===== config.mk =====
export PLATFORM = sky130hd
export DESIGN_NAME = protector_fet_gate_control
export DESIGN_NICKNAME = d
export VERILOG_FILES = /design/src/hdl/protector_gate_pkg.sv /design/src/hdl/protector_fet_gate_control.sv
export SDC_FILE = /design/constraint.sdc
export NUM_CORES = 1
export LEC_CHECK = 0
export CAP_MARGIN = 20
export CORE_AREA = 5 5 120 122
export CTS_CLUSTER_SIZE = 12
export DETAILED_ROUTE_END_ITERATION = 7
export DIE_AREA = 0 0 125 127
export DONT_BUFFER_PORTS = 1
export HOLD_SLACK_MARGIN = 0.03
export PLACE_DENSITY_LB_ADDON = 0.08
export SLEW_MARGIN = 40
export SYNTH_ARGS = -nofsm -noshare
export SYNTH_HDL_FRONTEND = slang
export SYNTH_SLANG_ARGS = --single-unit

===== constraint.sdc =====
create_clock -name CLK -period 3 [get_ports CLK]
set_input_delay 0.3 -clock CLK [delete_from_list [all_inputs] [get_ports CLK]]
set_output_delay 0.3 -clock CLK [all_outputs]
set_load 0.01 [all_outputs]

===== src/hdl/protector_gate_pkg.sv =====
// Shared constants and carrier types for the protector gate decision block
package protector_gate_pkg;

  // Clock and internal sample rate
  localparam int CLK_PERIOD_NS = 10;
  localparam int SAMPLE_PERIOD_US = 100;
  localparam int SAMPLE_CYCLES = SAMPLE_PERIOD_US * 1000 / CLK_PERIOD_NS;
  localparam int SAMPLE_W = 16;

  // Override deglitch: counter full range set so a solid signal crosses 70% in 7 ms
  localparam int OVR_DEGLITCH_US = 7000;
  localparam int OVR_ON_PCT = 70;
  localparam int OVR_OFF_PCT = 30;
  localparam int OVR_FULL = OVR_DEGLITCH_US * 100 / (SAMPLE_PERIOD_US * OVR_ON_PCT);
  localparam int OVR_W = 7;
  localparam logic [OVR_W-1:0] OVR_FULL_C = OVR_W'(OVR_FULL);
  localparam logic [OVR_W-1:0] OVR_ON_LEVEL = OVR_W'(OVR_FULL * OVR_ON_PCT / 100);
  localparam logic [OVR_W-1:0] OVR_OFF_LEVEL = OVR_W'(OVR_FULL * OVR_OFF_PCT / 100);
  localparam logic [OVR_W-1:0] OVR_ZERO = 7'h00;

  // Cell-count pin deglitch in whole samples
  localparam int CELL_DEG_US = 10000;
  localparam int CELL_W = 7;
  localparam logic [CELL_W-1:0] CELL_DEG_LAST = CELL_W'(CELL_DEG_US / SAMPLE_PERIOD_US - 1);

  // Levels reported by the cell-count pin comparators
  localparam logic [1:0] LEVEL_LOW = 2'h0;
  localparam logic [1:0] LEVEL_MID = 2'h1;
  localparam logic [1:0] LEVEL_HIGH = 2'h2;

  typedef enum logic [1:0] {
    CELLS_3 = 2'h0,
    CELLS_4 = 2'h1,
    CELLS_5 = 2'h2
  } cell_cfg_t;

  typedef enum logic [1:0] {
    PWR_HOLD = 2'b00,
    PWR_RUN = 2'b01,
    PWR_SHUT = 2'b11
  } power_state_t;

  // Register port
  localparam int ADDR_W = 4;
  localparam int DATA_W = 32;
  localparam logic [ADDR_W-1:0] REG_STATUS = 4'h0;
  localparam logic [ADDR_W-1:0] REG_MASK = 4'h4;
  localparam logic [ADDR_W-1:0] REG_STATE = 4'h8;

  // Event bits of status and mask
  localparam int EV_W = 5;
  localparam int EV_DISCHARGE_OFF = 0;
  localparam int EV_CHARGE_OFF = 1;
  localparam int EV_OVERRIDE = 2;
  localparam int EV_CELL_CFG = 3;
  localparam int EV_SHUTDOWN = 4;
  localparam logic [EV_W-1:0] MASK_RESET = 5'h00;

  // Fields of the state register
  localparam int ST_DISCHARGE_GATE = 0;
  localparam int ST_CHARGE_GATE = 1;
  localparam int ST_DISCHARGE_OVR = 2;
  localparam int ST_CHARGE_OVR = 3;
  localparam int ST_CELL_LO = 4;
  localparam int ST_CELL_HI = 5;
  localparam int ST_CELL_VALID = 6;
  localparam int ST_UV_FORCED = 7;
  localparam int ST_POWER_LO = 8;
  localparam int ST_POWER_HI = 9;
  localparam int ST_OC_EN = 10;

  typedef struct packed {
    logic undervoltage_fault;
    logic overvoltage_fault;
    logic open_wire_fault;
    logic overtemp_discharge_fault;
    logic undertemp_discharge_fault;
    logic overtemp_charge_fault;
    logic undertemp_charge_fault;
    logic overcurrent_level1_fault;
    logic overcurrent_level2_fault;
    logic short_circuit_fault;
  } fault_flags_t;

  typedef struct packed {
    logic charge_override_in;
    logic discharge_override_in;
    logic sense_above_charge_threshold;
    logic sense_at_or_below_discharge_threshold;
    logic supply_above_shutdown;
    logic supply_above_por;
    logic [1:0] cell_level;
    logic small_variant;
  } pin_in_t;

  typedef struct packed {
    logic discharge_gate_out;
    logic charge_gate_out;
    logic chain_charge_out;
    logic overcurrent_detect_en;
    logic state_comp_charge_en;
    logic state_comp_discharge_en;
    logic body_diode_guard_en;
  } gate_out_t;

endpackage


===== src/hdl/protector_fet_gate_control.sv =====
// Gate decision logic for the charge and discharge drivers of a stackable protector
module protector_fet_gate_control
  import protector_gate_pkg::*;
#(
  parameter int SAMPLE_CYCLES_P = SAMPLE_CYCLES
) (
  input wire logic CLK,
  input wire logic RST_N,
  input wire logic CE,
  input wire fault_flags_t FAULTS,
  input wire pin_in_t PINS,
  input wire logic [ADDR_W-1:0] ADDR,
  input wire logic [DATA_W-1:0] WDATA,
  input wire logic WR,
  input wire logic RD,
  output logic [DATA_W-1:0] RDATA,
  output logic IRQ,
  output gate_out_t GATES
);

  typedef struct packed {
    pin_in_t pin_meta;
    pin_in_t pin_sync;
    fault_flags_t fault;
    logic [SAMPLE_W-1:0] tick_cnt;
    logic tick;
    logic [OVR_W-1:0] charge_ovr_cnt;
    logic [OVR_W-1:0] discharge_ovr_cnt;
    logic charge_ovr_en;
    logic discharge_ovr_en;
    logic [1:0] cell_cand;
    logic [CELL_W-1:0] cell_stable_cnt;
    cell_cfg_t cell_cfg;
    logic cell_valid;
    logic undervoltage_forced;
    power_state_t power;
    gate_out_t gates;
    logic [EV_W-1:0] status;
    logic [EV_W-1:0] mask;
    logic irq;
    logic [DATA_W-1:0] rdata;
  } state_t;

  localparam logic [SAMPLE_W-1:0] TICK_LAST = SAMPLE_W'(SAMPLE_CYCLES_P - 1);
  localparam logic [SAMPLE_W-1:0] TICK_ZERO = 16'h0000;
  localparam logic [CELL_W-1:0] CELL_ZERO = 7'h00;
  localparam logic [DATA_W-1:0] DATA_ZERO = 32'h0000_0000;

  // Saturating up/down step of an override filter counter
  function automatic logic [OVR_W-1:0] ovr_step(input logic [OVR_W-1:0] cnt,
                                                input logic enabled);
    logic [OVR_W-1:0] nxt;
    nxt = cnt;
    if (enabled) begin
      if (cnt != OVR_FULL_C) begin
        nxt = cnt + 7'h01;
      end
    end else begin
      if (cnt != OVR_ZERO) begin
        nxt = cnt - 7'h01;
      end
    end
    return nxt;
  endfunction

  // Hysteresis decision on a filter count
  function automatic logic ovr_decide(input logic cur, input logic [OVR_W-1:0] cnt);
    logic res;
    res = cur;
    if (cnt > OVR_ON_LEVEL) begin
      res = 1'b1;
    end else if (cnt < OVR_OFF_LEVEL) begin
      res = 1'b0;
    end
    return res;
  endfunction

  logic [1:0] rst_sync_q;
  logic rst_n_int;
  state_t s_q;
  state_t s_d;

  // Reset release through two flops
  always_ff @(posedge CLK or negedge RST_N) begin
    if (!RST_N) begin
      rst_sync_q <= 2'h0;
    end else begin
      rst_sync_q <= {rst_sync_q[0], 1'b1};
    end
  end

  assign rst_n_int = rst_sync_q[1];

  // Decision logic feeding the whole state copy
  always_comb begin
    logic discharge_prot;
    logic charge_prot;
    logic discharge_only;
    logic charge_only;
    logic charge_permitted;
    logic next_discharge;
    logic next_charge;
    logic [EV_W-1:0] events;
    logic [EV_W-1:0] clear_bits;
    logic [1:0] level;
    logic valid_level;
    cell_cfg_t level_cfg;

    s_d = s_q;
    discharge_prot = 1'b0;
    charge_prot = 1'b0;
    discharge_only = 1'b0;
    charge_only = 1'b0;
    charge_permitted = 1'b0;
    next_discharge = 1'b0;
    next_charge = 1'b0;
    events = '0;
    clear_bits = '0;
    level = s_q.pin_sync.cell_level;
    valid_level = 1'b1;
    level_cfg = CELLS_3;

    // Pin synchronisers and registered fault flags
    s_d.pin_meta = PINS;
    s_d.pin_sync = s_q.pin_meta;
    s_d.fault = FAULTS;

    // Sample clock divider
    s_d.tick = 1'b0;
    if (s_q.tick_cnt == TICK_LAST) begin
      s_d.tick_cnt = TICK_ZERO;
      s_d.tick = 1'b1;
    end else begin
      s_d.tick_cnt = s_q.tick_cnt + 16'h0001;
    end

    if (s_q.tick) begin
      s_d.charge_ovr_cnt = ovr_step(s_q.charge_ovr_cnt, s_q.pin_sync.charge_override_in);
      s_d.discharge_ovr_cnt = ovr_step(s_q.discharge_ovr_cnt,
                                       s_q.pin_sync.discharge_override_in);
      s_d.charge_ovr_en = ovr_decide(s_q.charge_ovr_en, s_q.charge_ovr_cnt);
      s_d.discharge_ovr_en = ovr_decide(s_q.discharge_ovr_en, s_q.discharge_ovr_cnt);

      unique case (level)
        LEVEL_LOW: level_cfg = CELLS_3;
        LEVEL_MID: level_cfg = CELLS_4;
        LEVEL_HIGH: level_cfg = CELLS_5;
        default: valid_level = 1'b0;
      endcase
      if (level != s_q.cell_cand) begin
        s_d.cell_cand = level;
        s_d.cell_stable_cnt = CELL_ZERO;
      end else if (s_q.cell_stable_cnt != CELL_DEG_LAST) begin
        s_d.cell_stable_cnt = s_q.cell_stable_cnt + 7'h01;
      end else if (valid_level) begin
        s_d.cell_cfg = level_cfg;
        s_d.cell_valid = 1'b1;
      end

      s_d.undervoltage_forced = s_q.pin_sync.small_variant & s_q.cell_valid &
                                (s_q.cell_cfg == CELLS_5);

      unique case (s_q.power)
        PWR_HOLD: begin
          if (s_q.pin_sync.supply_above_por) begin
            s_d.power = PWR_RUN;
          end
        end
        PWR_RUN: begin
          if (!s_q.pin_sync.supply_above_shutdown) begin
            s_d.power = PWR_SHUT;
          end
        end
        PWR_SHUT: begin
          if (s_q.pin_sync.supply_above_por) begin
            s_d.power = PWR_RUN;
          end
        end
        default: s_d.power = PWR_HOLD;
      endcase

      // faults that stop the discharge gate
      discharge_prot = s_q.fault.undervoltage_fault | s_q.undervoltage_forced |
                       s_q.fault.open_wire_fault | s_q.fault.overtemp_discharge_fault |
                       s_q.fault.undertemp_discharge_fault |
                       s_q.fault.overcurrent_level1_fault |
                       s_q.fault.overcurrent_level2_fault | s_q.fault.short_circuit_fault;
      // faults that stop the charge gate
      charge_prot = s_q.fault.overvoltage_fault | s_q.fault.open_wire_fault |
                    s_q.fault.overtemp_charge_fault | s_q.fault.undertemp_charge_fault |
                    s_q.fault.overtemp_discharge_fault |
                    s_q.fault.undertemp_discharge_fault |
                    s_q.fault.overcurrent_level1_fault |
                    s_q.fault.overcurrent_level2_fault | s_q.fault.short_circuit_fault;
      discharge_only = discharge_prot & ~charge_prot;
      charge_only = charge_prot & ~discharge_prot;

      // charge current lets the discharge gate through
      next_discharge = ~discharge_prot |
                       (discharge_only & s_q.pin_sync.sense_above_charge_threshold);
      // discharge current lets the charge gate through
      next_charge = ~charge_prot |
                    (charge_only & s_q.pin_sync.sense_at_or_below_discharge_threshold);

      // charge only while supply is up and powered on
      charge_permitted = (s_q.power == PWR_RUN) & s_q.pin_sync.supply_above_shutdown;

      // override disable forces only its own gate off
      // override enabled leaves protection in charge
      // upper device faults reach us through the overrides
      s_d.gates.discharge_gate_out = s_q.discharge_ovr_en & next_discharge;
      s_d.gates.charge_gate_out = s_q.charge_ovr_en & charge_permitted & next_charge;
      s_d.gates.chain_charge_out = s_q.charge_ovr_en & charge_permitted & next_charge;
      // overcurrent detection follows the discharge gate
      // charge gate plays no part here
      s_d.gates.overcurrent_detect_en = s_q.gates.discharge_gate_out;
      s_d.gates.state_comp_charge_en = discharge_only;
      s_d.gates.state_comp_discharge_en = charge_only;
      // guard only with exactly one gate on
      s_d.gates.body_diode_guard_en = s_q.gates.discharge_gate_out ^
                                      s_q.gates.charge_gate_out;
    end

    // gate outputs change only from registered state, once per sample
    // Event detection on registered state
    events[EV_DISCHARGE_OFF] = s_q.gates.discharge_gate_out & ~s_d.gates.discharge_gate_out;
    events[EV_CHARGE_OFF] = s_q.gates.charge_gate_out & ~s_d.gates.charge_gate_out;
    events[EV_OVERRIDE] = (s_q.charge_ovr_en ^ s_d.charge_ovr_en) |
                          (s_q.discharge_ovr_en ^ s_d.discharge_ovr_en);
    events[EV_CELL_CFG] = (s_d.cell_valid & ~s_q.cell_valid) |
                          (s_d.cell_cfg != s_q.cell_cfg);
    events[EV_SHUTDOWN] = (s_d.power == PWR_SHUT) & (s_q.power != PWR_SHUT);

    // Register writes; status bits clear on writing one, a new event wins
    if (WR && (ADDR == REG_STATUS)) begin
      clear_bits = WDATA[EV_W-1:0];
    end
    if (WR && (ADDR == REG_MASK)) begin
      s_d.mask = WDATA[EV_W-1:0];
    end
    s_d.status = (s_q.status & ~clear_bits) | events;
    s_d.irq = |(s_d.status & s_d.mask);

    // Read data stands only in the cycle after the strobe
    s_d.rdata = DATA_ZERO;
    if (RD) begin
      unique case (ADDR)
        REG_STATUS: s_d.rdata[EV_W-1:0] = s_q.status;
        REG_MASK: s_d.rdata[EV_W-1:0] = s_q.mask;
        REG_STATE: begin
          s_d.rdata[ST_DISCHARGE_GATE] = s_q.gates.discharge_gate_out;
          s_d.rdata[ST_CHARGE_GATE] = s_q.gates.charge_gate_out;
          s_d.rdata[ST_DISCHARGE_OVR] = s_q.discharge_ovr_en;
          s_d.rdata[ST_CHARGE_OVR] = s_q.charge_ovr_en;
          s_d.rdata[ST_CELL_HI:ST_CELL_LO] = s_q.cell_cfg;
          s_d.rdata[ST_CELL_VALID] = s_q.cell_valid;
          s_d.rdata[ST_UV_FORCED] = s_q.undervoltage_forced;
          s_d.rdata[ST_POWER_HI:ST_POWER_LO] = s_q.power;
          s_d.rdata[ST_OC_EN] = s_q.gates.overcurrent_detect_en;
        end
        default: s_d.rdata = DATA_ZERO;
      endcase
    end
  end

  // State register; clock enable freezes everything
  always_ff @(posedge CLK or negedge rst_n_int) begin
    if (!rst_n_int) begin
      s_q.pin_meta <= '0;
      s_q.pin_sync <= '0;
      s_q.fault <= '0;
      s_q.tick_cnt <= TICK_ZERO;
      s_q.tick <= 1'b0;
      s_q.charge_ovr_cnt <= OVR_ZERO;
      s_q.discharge_ovr_cnt <= OVR_ZERO;
      s_q.charge_ovr_en <= 1'b0;
      s_q.discharge_ovr_en <= 1'b0;
      s_q.cell_cand <= LEVEL_LOW;
      s_q.cell_stable_cnt <= CELL_ZERO;
      s_q.cell_cfg <= CELLS_3;
      s_q.cell_valid <= 1'b0;
      s_q.undervoltage_forced <= 1'b0;
      s_q.power <= PWR_HOLD;
      s_q.gates <= '0;
      s_q.status <= '0;
      s_q.mask <= MASK_RESET;
      s_q.irq <= 1'b0;
      s_q.rdata <= DATA_ZERO;
    end else if (CE) begin
      s_q <= s_d;
    end
  end

  // Outputs straight from flops
  assign GATES = s_q.gates;
  assign IRQ = s_q.irq;
  assign RDATA = s_q.rdata;

endmodule // protector_fet_gate_control


# [Word level (Yosys, flattened, before mapping)]
# Cells that the tools add are included.
[op_classes] n_addsub=6 n_lt_le_gt_ge=4 n_eq_ne=17 n_mux=30 bitwise_logic=45 reduce_logical=18
[ops] op="$mux 7" n=8
[ops] op="$mux 24" n=1
[ops] op="$add 7x1->7 const B" n=3
[ops] op="$ne 7x7->1 const B" n=3
[ops] op="$or 1x1->1" n=19
[ops] op="$add 16x1->16 const B" n=1
[ops] op="$eq 16x14->1 const B" n=1
[ops] op="$mux 16" n=1
[ops] op="$pmux 5 s3" n=1
[ops] op="$and 1x1->1" n=14
[ops] op="$gt 7x7->1 const B" n=2
[ops] op="$lt 7x5->1 const B" n=2
[ops] op="$reduce_bool 7->1" n=2
[ops] op="$sub 7x1->7 const B" n=2
[ops] op="$mux 11" n=1
[ops] op="$and 5x5->5" n=2
[ops] op="$mux 5" n=2
[ops] op="$mux 3" n=3
[ops] op="$eq 2x2->1 const B" n=4
[ops] op="$pmux 2 s2" n=2
[ops] op="$reduce_and 4->1" n=2
[ops] op="$mux 1" n=7
[ops] op="$mux 2" n=3
[ops] op="$mux 6" n=1
[ops] op="other kinds (19)" n=33
[word_totals] regBits=128 input_bits=60 output_inout_bits=40 word_cells=170

# [Longest topological paths before layout]
[logic_depth] word_depth=19 ltp_mapped=8 mapped_depth_nobuf=8

# [Worst setup path before layout]
# No wires, ideal clock.
[synth_path] kind="flip-flop to flip-flop" start="register s_q[105] in the netlist's numbering" end="register s_q, in the netlist IRQ" setup_ns=0.151 t_arrival_ns=1.870 required_ns=2.849 path_slack_ns=0.979 stages_incl_launch_ff=7 n_path_buf=0 period_less_slack_ns=2.021 cell_sequence="dfrtp_1 > or4_1 > nor3_2 > or3b_1 > a32oi_1 > o22a_1 > a41oi_1"
[synth_between] elab_chain_cells=19 word_cells_on_any_way=32 cone_classes="1 x mux; 30 x bitwise; 1 x reduce/logical"
[synth_rtl] item="start: declaration" line="protector_fet_gate_control.sv:80" source="state_t s_q;"
[synth_rtl] item="$or 1x1->1 (2 in series)" line="protector_fet_gate_control.sv:189" source="charge_prot = s_q.fault.overvoltage_fault | s_q.fault.open_wire_fault |"
[synth_rtl] item="$or 1x1->1 (2 in series)" line="protector_fet_gate_control.sv:190" source="s_q.fault.overtemp_charge_fault | s_q.fault.undertemp_charge_fault |"
[synth_rtl] item="$or 1x1->1" line="protector_fet_gate_control.sv:191" source="s_q.fault.overtemp_discharge_fault |"
[synth_rtl] item="$or 1x1->1" line="protector_fet_gate_control.sv:192" source="s_q.fault.undertemp_discharge_fault |"
[synth_rtl] item="$or 1x1->1" line="protector_fet_gate_control.sv:193" source="s_q.fault.overcurrent_level1_fault |"
[synth_rtl] item="$or 1x1->1" line="protector_fet_gate_control.sv:194" source="s_q.fault.overcurrent_level2_fault | s_q.fault.short_circuit_fault;"
[synth_rtl] item="$not 1->1" line="protector_fet_gate_control.sv:195, protector_fet_gate_control.sv:202"
[synth_rtl] item="$and 1x1->1" line="protector_fet_gate_control.sv:195" source="discharge_only = discharge_prot & ~charge_prot;"
[synth_rtl] item="$and 1x1->1" line="protector_fet_gate_control.sv:200" source="(discharge_only & s_q.pin_sync.sense_above_charge_threshold);"
[synth_rtl] item="$or 1x1->1" line="protector_fet_gate_control.sv:199" source="next_discharge = ~discharge_prot |"
[synth_rtl] item="$and 1x1->1" line="protector_fet_gate_control.sv:211" source="s_d.gates.discharge_gate_out = s_q.discharge_ovr_en & next_discharge;"
[synth_rtl] item="$mux 24 (*)" line="protector_fet_gate_control.sv:137" source="if (s_q.tick) begin"
[synth_rtl] item="$not 1->1" line="protector_fet_gate_control.sv:226" source="events[EV_DISCHARGE_OFF] = s_q.gates.discharge_gate_out & ~s_d.gates.discharge_gate_out;"
[synth_rtl] item="$and 1x1->1" line="protector_fet_gate_control.sv:226"
[synth_rtl] item="$or 5x5->5 (*)" line="protector_fet_gate_control.sv:241" source="s_d.status = (s_q.status & ~clear_bits) | events;"
[synth_rtl] item="$and 5x5->5 (*)" line="protector_fet_gate_control.sv:242" source="s_d.irq = |(s_d.status & s_d.mask);"
[synth_rtl] item="$reduce_or 5->1 (*)" line="protector_fet_gate_control.sv:242"
# Every way passes the cells marked *; elsewhere a longest branch is shown, timed or not.
# A chain may end at the register's enable or synchronous reset.

# [Worst setup path after layout]
[layout_path] start="register s_q[115] in the netlist's numbering" end="register s_q[73] in the netlist's numbering"
[layout_between] elab_chain_cells=2 word_cells_on_any_way=4 cone_classes="1 x eq/ne; 1 x mux; 2 x reduce/logical"
[layout_rtl] item="$ne 2x1->1 (no source line) / $reduce_bool 2->1 (equally long branches)"
[layout_rtl] item="$reduce_and 4->1 (no source line)"
# Several ways; a longest one is shown, not always the timed one.

==> impl_metrics.yaml <==
run_status:
  status: "completed"
grt:
  grt_usage_pct: 15.9
  grt_max_degree: 68
  antenna_found_initial: 0
  grt_pass1_vias: 3810
  overflow: 0
  grt_pass1_wl_um: 20300
sta:
  min_period_ps: 2260
  final_hold_viol_count: 0
  setup-tns-final_ps: 0
  skew_ps: 7.67
  finalMaxSlewViolations: 0
  max_freq_mhz: 442
  post-route-period-util_pct: 75.4
  setup_viol: 0
  rsz0062_at_grt: "no"
  final.setup.worst_slack_ps: 737
  max-slew-margin-rel_pct: 46.5
  tightestPinTransition_ps: 796
pwr:
  p_leak_uw: 0.00271
  power_density_nw_per_um2: 585
  p_switching_uw: 1010
  p_clk_share_pct: 33.3
  power_frac_comb_pct: 16.1
  swShare_pct: 29.0
  irDropWorstVdd_v: 0.000450
  intPower_uw: 2490
  seq_power_share_pct: 50.6
  fin_total_pwr_uw: 3500
clock_tree:
  cts_resized: 0
  cts_tree: "done"
  cts_root_buf: "clkbuf_16"
  post_cts.repair.setup_buffers: 0
  clock_sinks: 107
  cts_max_level: 3
  cts.clk_slew.worst_paths_ps: 70
  cts_buffer_depth: 2
  clock_latency_ps: 350
  ctsHoldBuffers: 2
  cts_buffers: 9
synth:
  synth_largest_area_cell: "dfrtp_1"
  synth_flop_cell: "dfrtp_1"
  async_flop_share_pct: 100
  synth.distinct_cells: 60
  syn_inst: 556
  synth_area_um2: 5680
  synth_top_cell_area_share_pct: 47.2
  synth_seq_cells: 107
  synth_area_per_cell_um2: 10.2
  synth_edf_count: 0
  yosysWarnings: 0
  yosys-top-cells-area: "dfrtp_1, mux2_2, buf_4"
  synth_seq_area_share_pct: 47.2
hold_path:
  hold_class: "in2reg"
drt:
  via_count: 3857
  drc: 0
  first_pass_iters: 4
  post_drt_wl_per_cell_um: 17.1
  drtIter0Drc: 241
  drt_wl_total_um: 12300
  viasPerCell: 5.36
  antenna_left: 0
placed_design:
  dp_hpwl_um: 8690
  place_congestion: 0.782
  place_area_um2: 5670
  portBuffers: 0
  pre_cts_slack_ps: 702
floorplan:
  core_area_um2: 13100
  die_w_um: 125
  std_cell_rows: 42
  initial_core_util_pct: 43.4
  die_area_um2: 15900
  die_y_um: 127
  boundaryPins: 100
critical_path:
  critPathTopFamily: "compound AO/OA/AOI/OAI gates"
  slowest_stage: "a2111oi_0"
  path_buf_inv: 1
  end_kind: "flip-flop"
  arrival_ps: 2540
  critPathRequiredTime_ps: 3280
  cp-start-kind: "flip-flop"
  path_cells: "inv_1 -> fa_1 -> a21oi_1 -> o21bai_1 -> a2111oi_0 -> a41oi_1 -> o2111ai_1 -> xnor2_1"
  ff2ff_setup_slack_ps: 740
  critPathMaxStageDelay_ps: 470
  critPathMaxFanout: 11
  crit_type: "reg2reg"
layout:
  syn_to_final_growth_pct: 5.45
  fin_area_um2: 5980
  nFillCells: 1253
  final_nets: 616
  drive_gt1_share_pct: 11.0
  antennaDiodeCount: 0
run:
  max_cap_viol_count: 0
## flip-flops by register name, summed over array words and instances (netlist names)
register / cells
GATES: 7
IRQ: 1
RDATA: 11
rst_sync_q: 2
s_d: 9
s_q: 77
## stage by stage
step           instances  util [%]  hold WS, ps
2_1_floorplan        576         -         4.41
3_3_place_gp         702      43.3         4.46
3_5_place_dp         702      43.3         4.45
4_1_cts              720      45.7         56.8
5_1_grt              720      45.7         60.6
6_report             720      45.7         79.3
## placed cells by master (no fill, tap or decap), drive strengths merged, types with 3 or more instances in the layout
cell type and n:
clkbuf 12, o21ai 27, a21oi 25, xor2 7, o31ai 3, o2bb2ai 6, a32o 3, inv 20
nand2 67, o21bai 6, a22o 8, a31oi 4, nand2b 5, a21o 6, mux2 33, nor3 9
nand4 6, nand3b 3, a32oi 3, a41oi 3, xnor2 19, mux2i 11, conb 22, or2 3
and3 5, dfrtp 107, or3b 3, ha 15, nor4 8, buf 7, nor2 34, nand3 21
## cell usage after synthesis (all sizes together) (11+ instances only)
cell      n
ha       15
nand3    21
xnor2    19
buf      41
mux2i    11
inv      17
nor2     34
mux2     33
clkbuf   16
o21ai    27
nand2    67
a21oi    25
dfrtp   107
## power by group through the flow
stage          Combinational, uW  Sequential (uW)  Clock, uW
6_report                     562             1770       1170
5_1_grt                      639             1810       1270
4_1_cts                      565             1780       1210
3_5_place_dp                 557             1810          0
3_3_place_gp                 541             1800          0
2_1_floorplan                504             1750          0
## routing by layer
layer | routed length (um) | track usage [%]
met1 | 5520 | 20.5
met2 | 5740 | 25.8
met3 | 888 | 6.01
met4 | 129 | 3.32
met5 | 0 | 0
## logic make-up after synthesis
family                   Yosys count  share of synthesized area (%)
other                              2                          0.132
AO/OA/AOI/OAI                    108                           12.9
adder cells (fa/ha/maj)           17                           4.01
buffers and inverters             74                           7.63
AND/OR/NAND/NOR                  178                           15.3
XOR/XNOR                          26                           4.01
flip-flops                       107                           47.2
multiplexers                      44                           8.88
## worst paths after layout
path                               start       endpoint  cells after the start
min in group asynchronous          RST_N  rst_sync_q[1]                      1
min reg2reg                rst_sync_q[1]        s_q[69]                      0
max in group asynchronous  rst_sync_q[1]        s_q[89]                      1
min                                   CE       s_q[115]                      2
max                             s_q[115]        s_q[73]                      8
max reg2reg                     s_q[115]        s_q[73]                      8
## final cells by class
| class | instances | area, um2 | share of cell area [%] |
|---|---|---|---|
| clock buffer | 12 | 256 | 4.29 |
| clock inverter | 4 | 31.3 | 0.523 |
| sequential | 107 | 2680 | 44.8 |
| inverter | 17 | 63.8 | 1.07 |
| timing repair buffer | 9 | 85.1 | 1.42 |
| multi-input combinational | 395 | 2650 | 44.2 |
| tap | 176 | 220 | 3.68 |
Power figures use the tool's default switching activity.
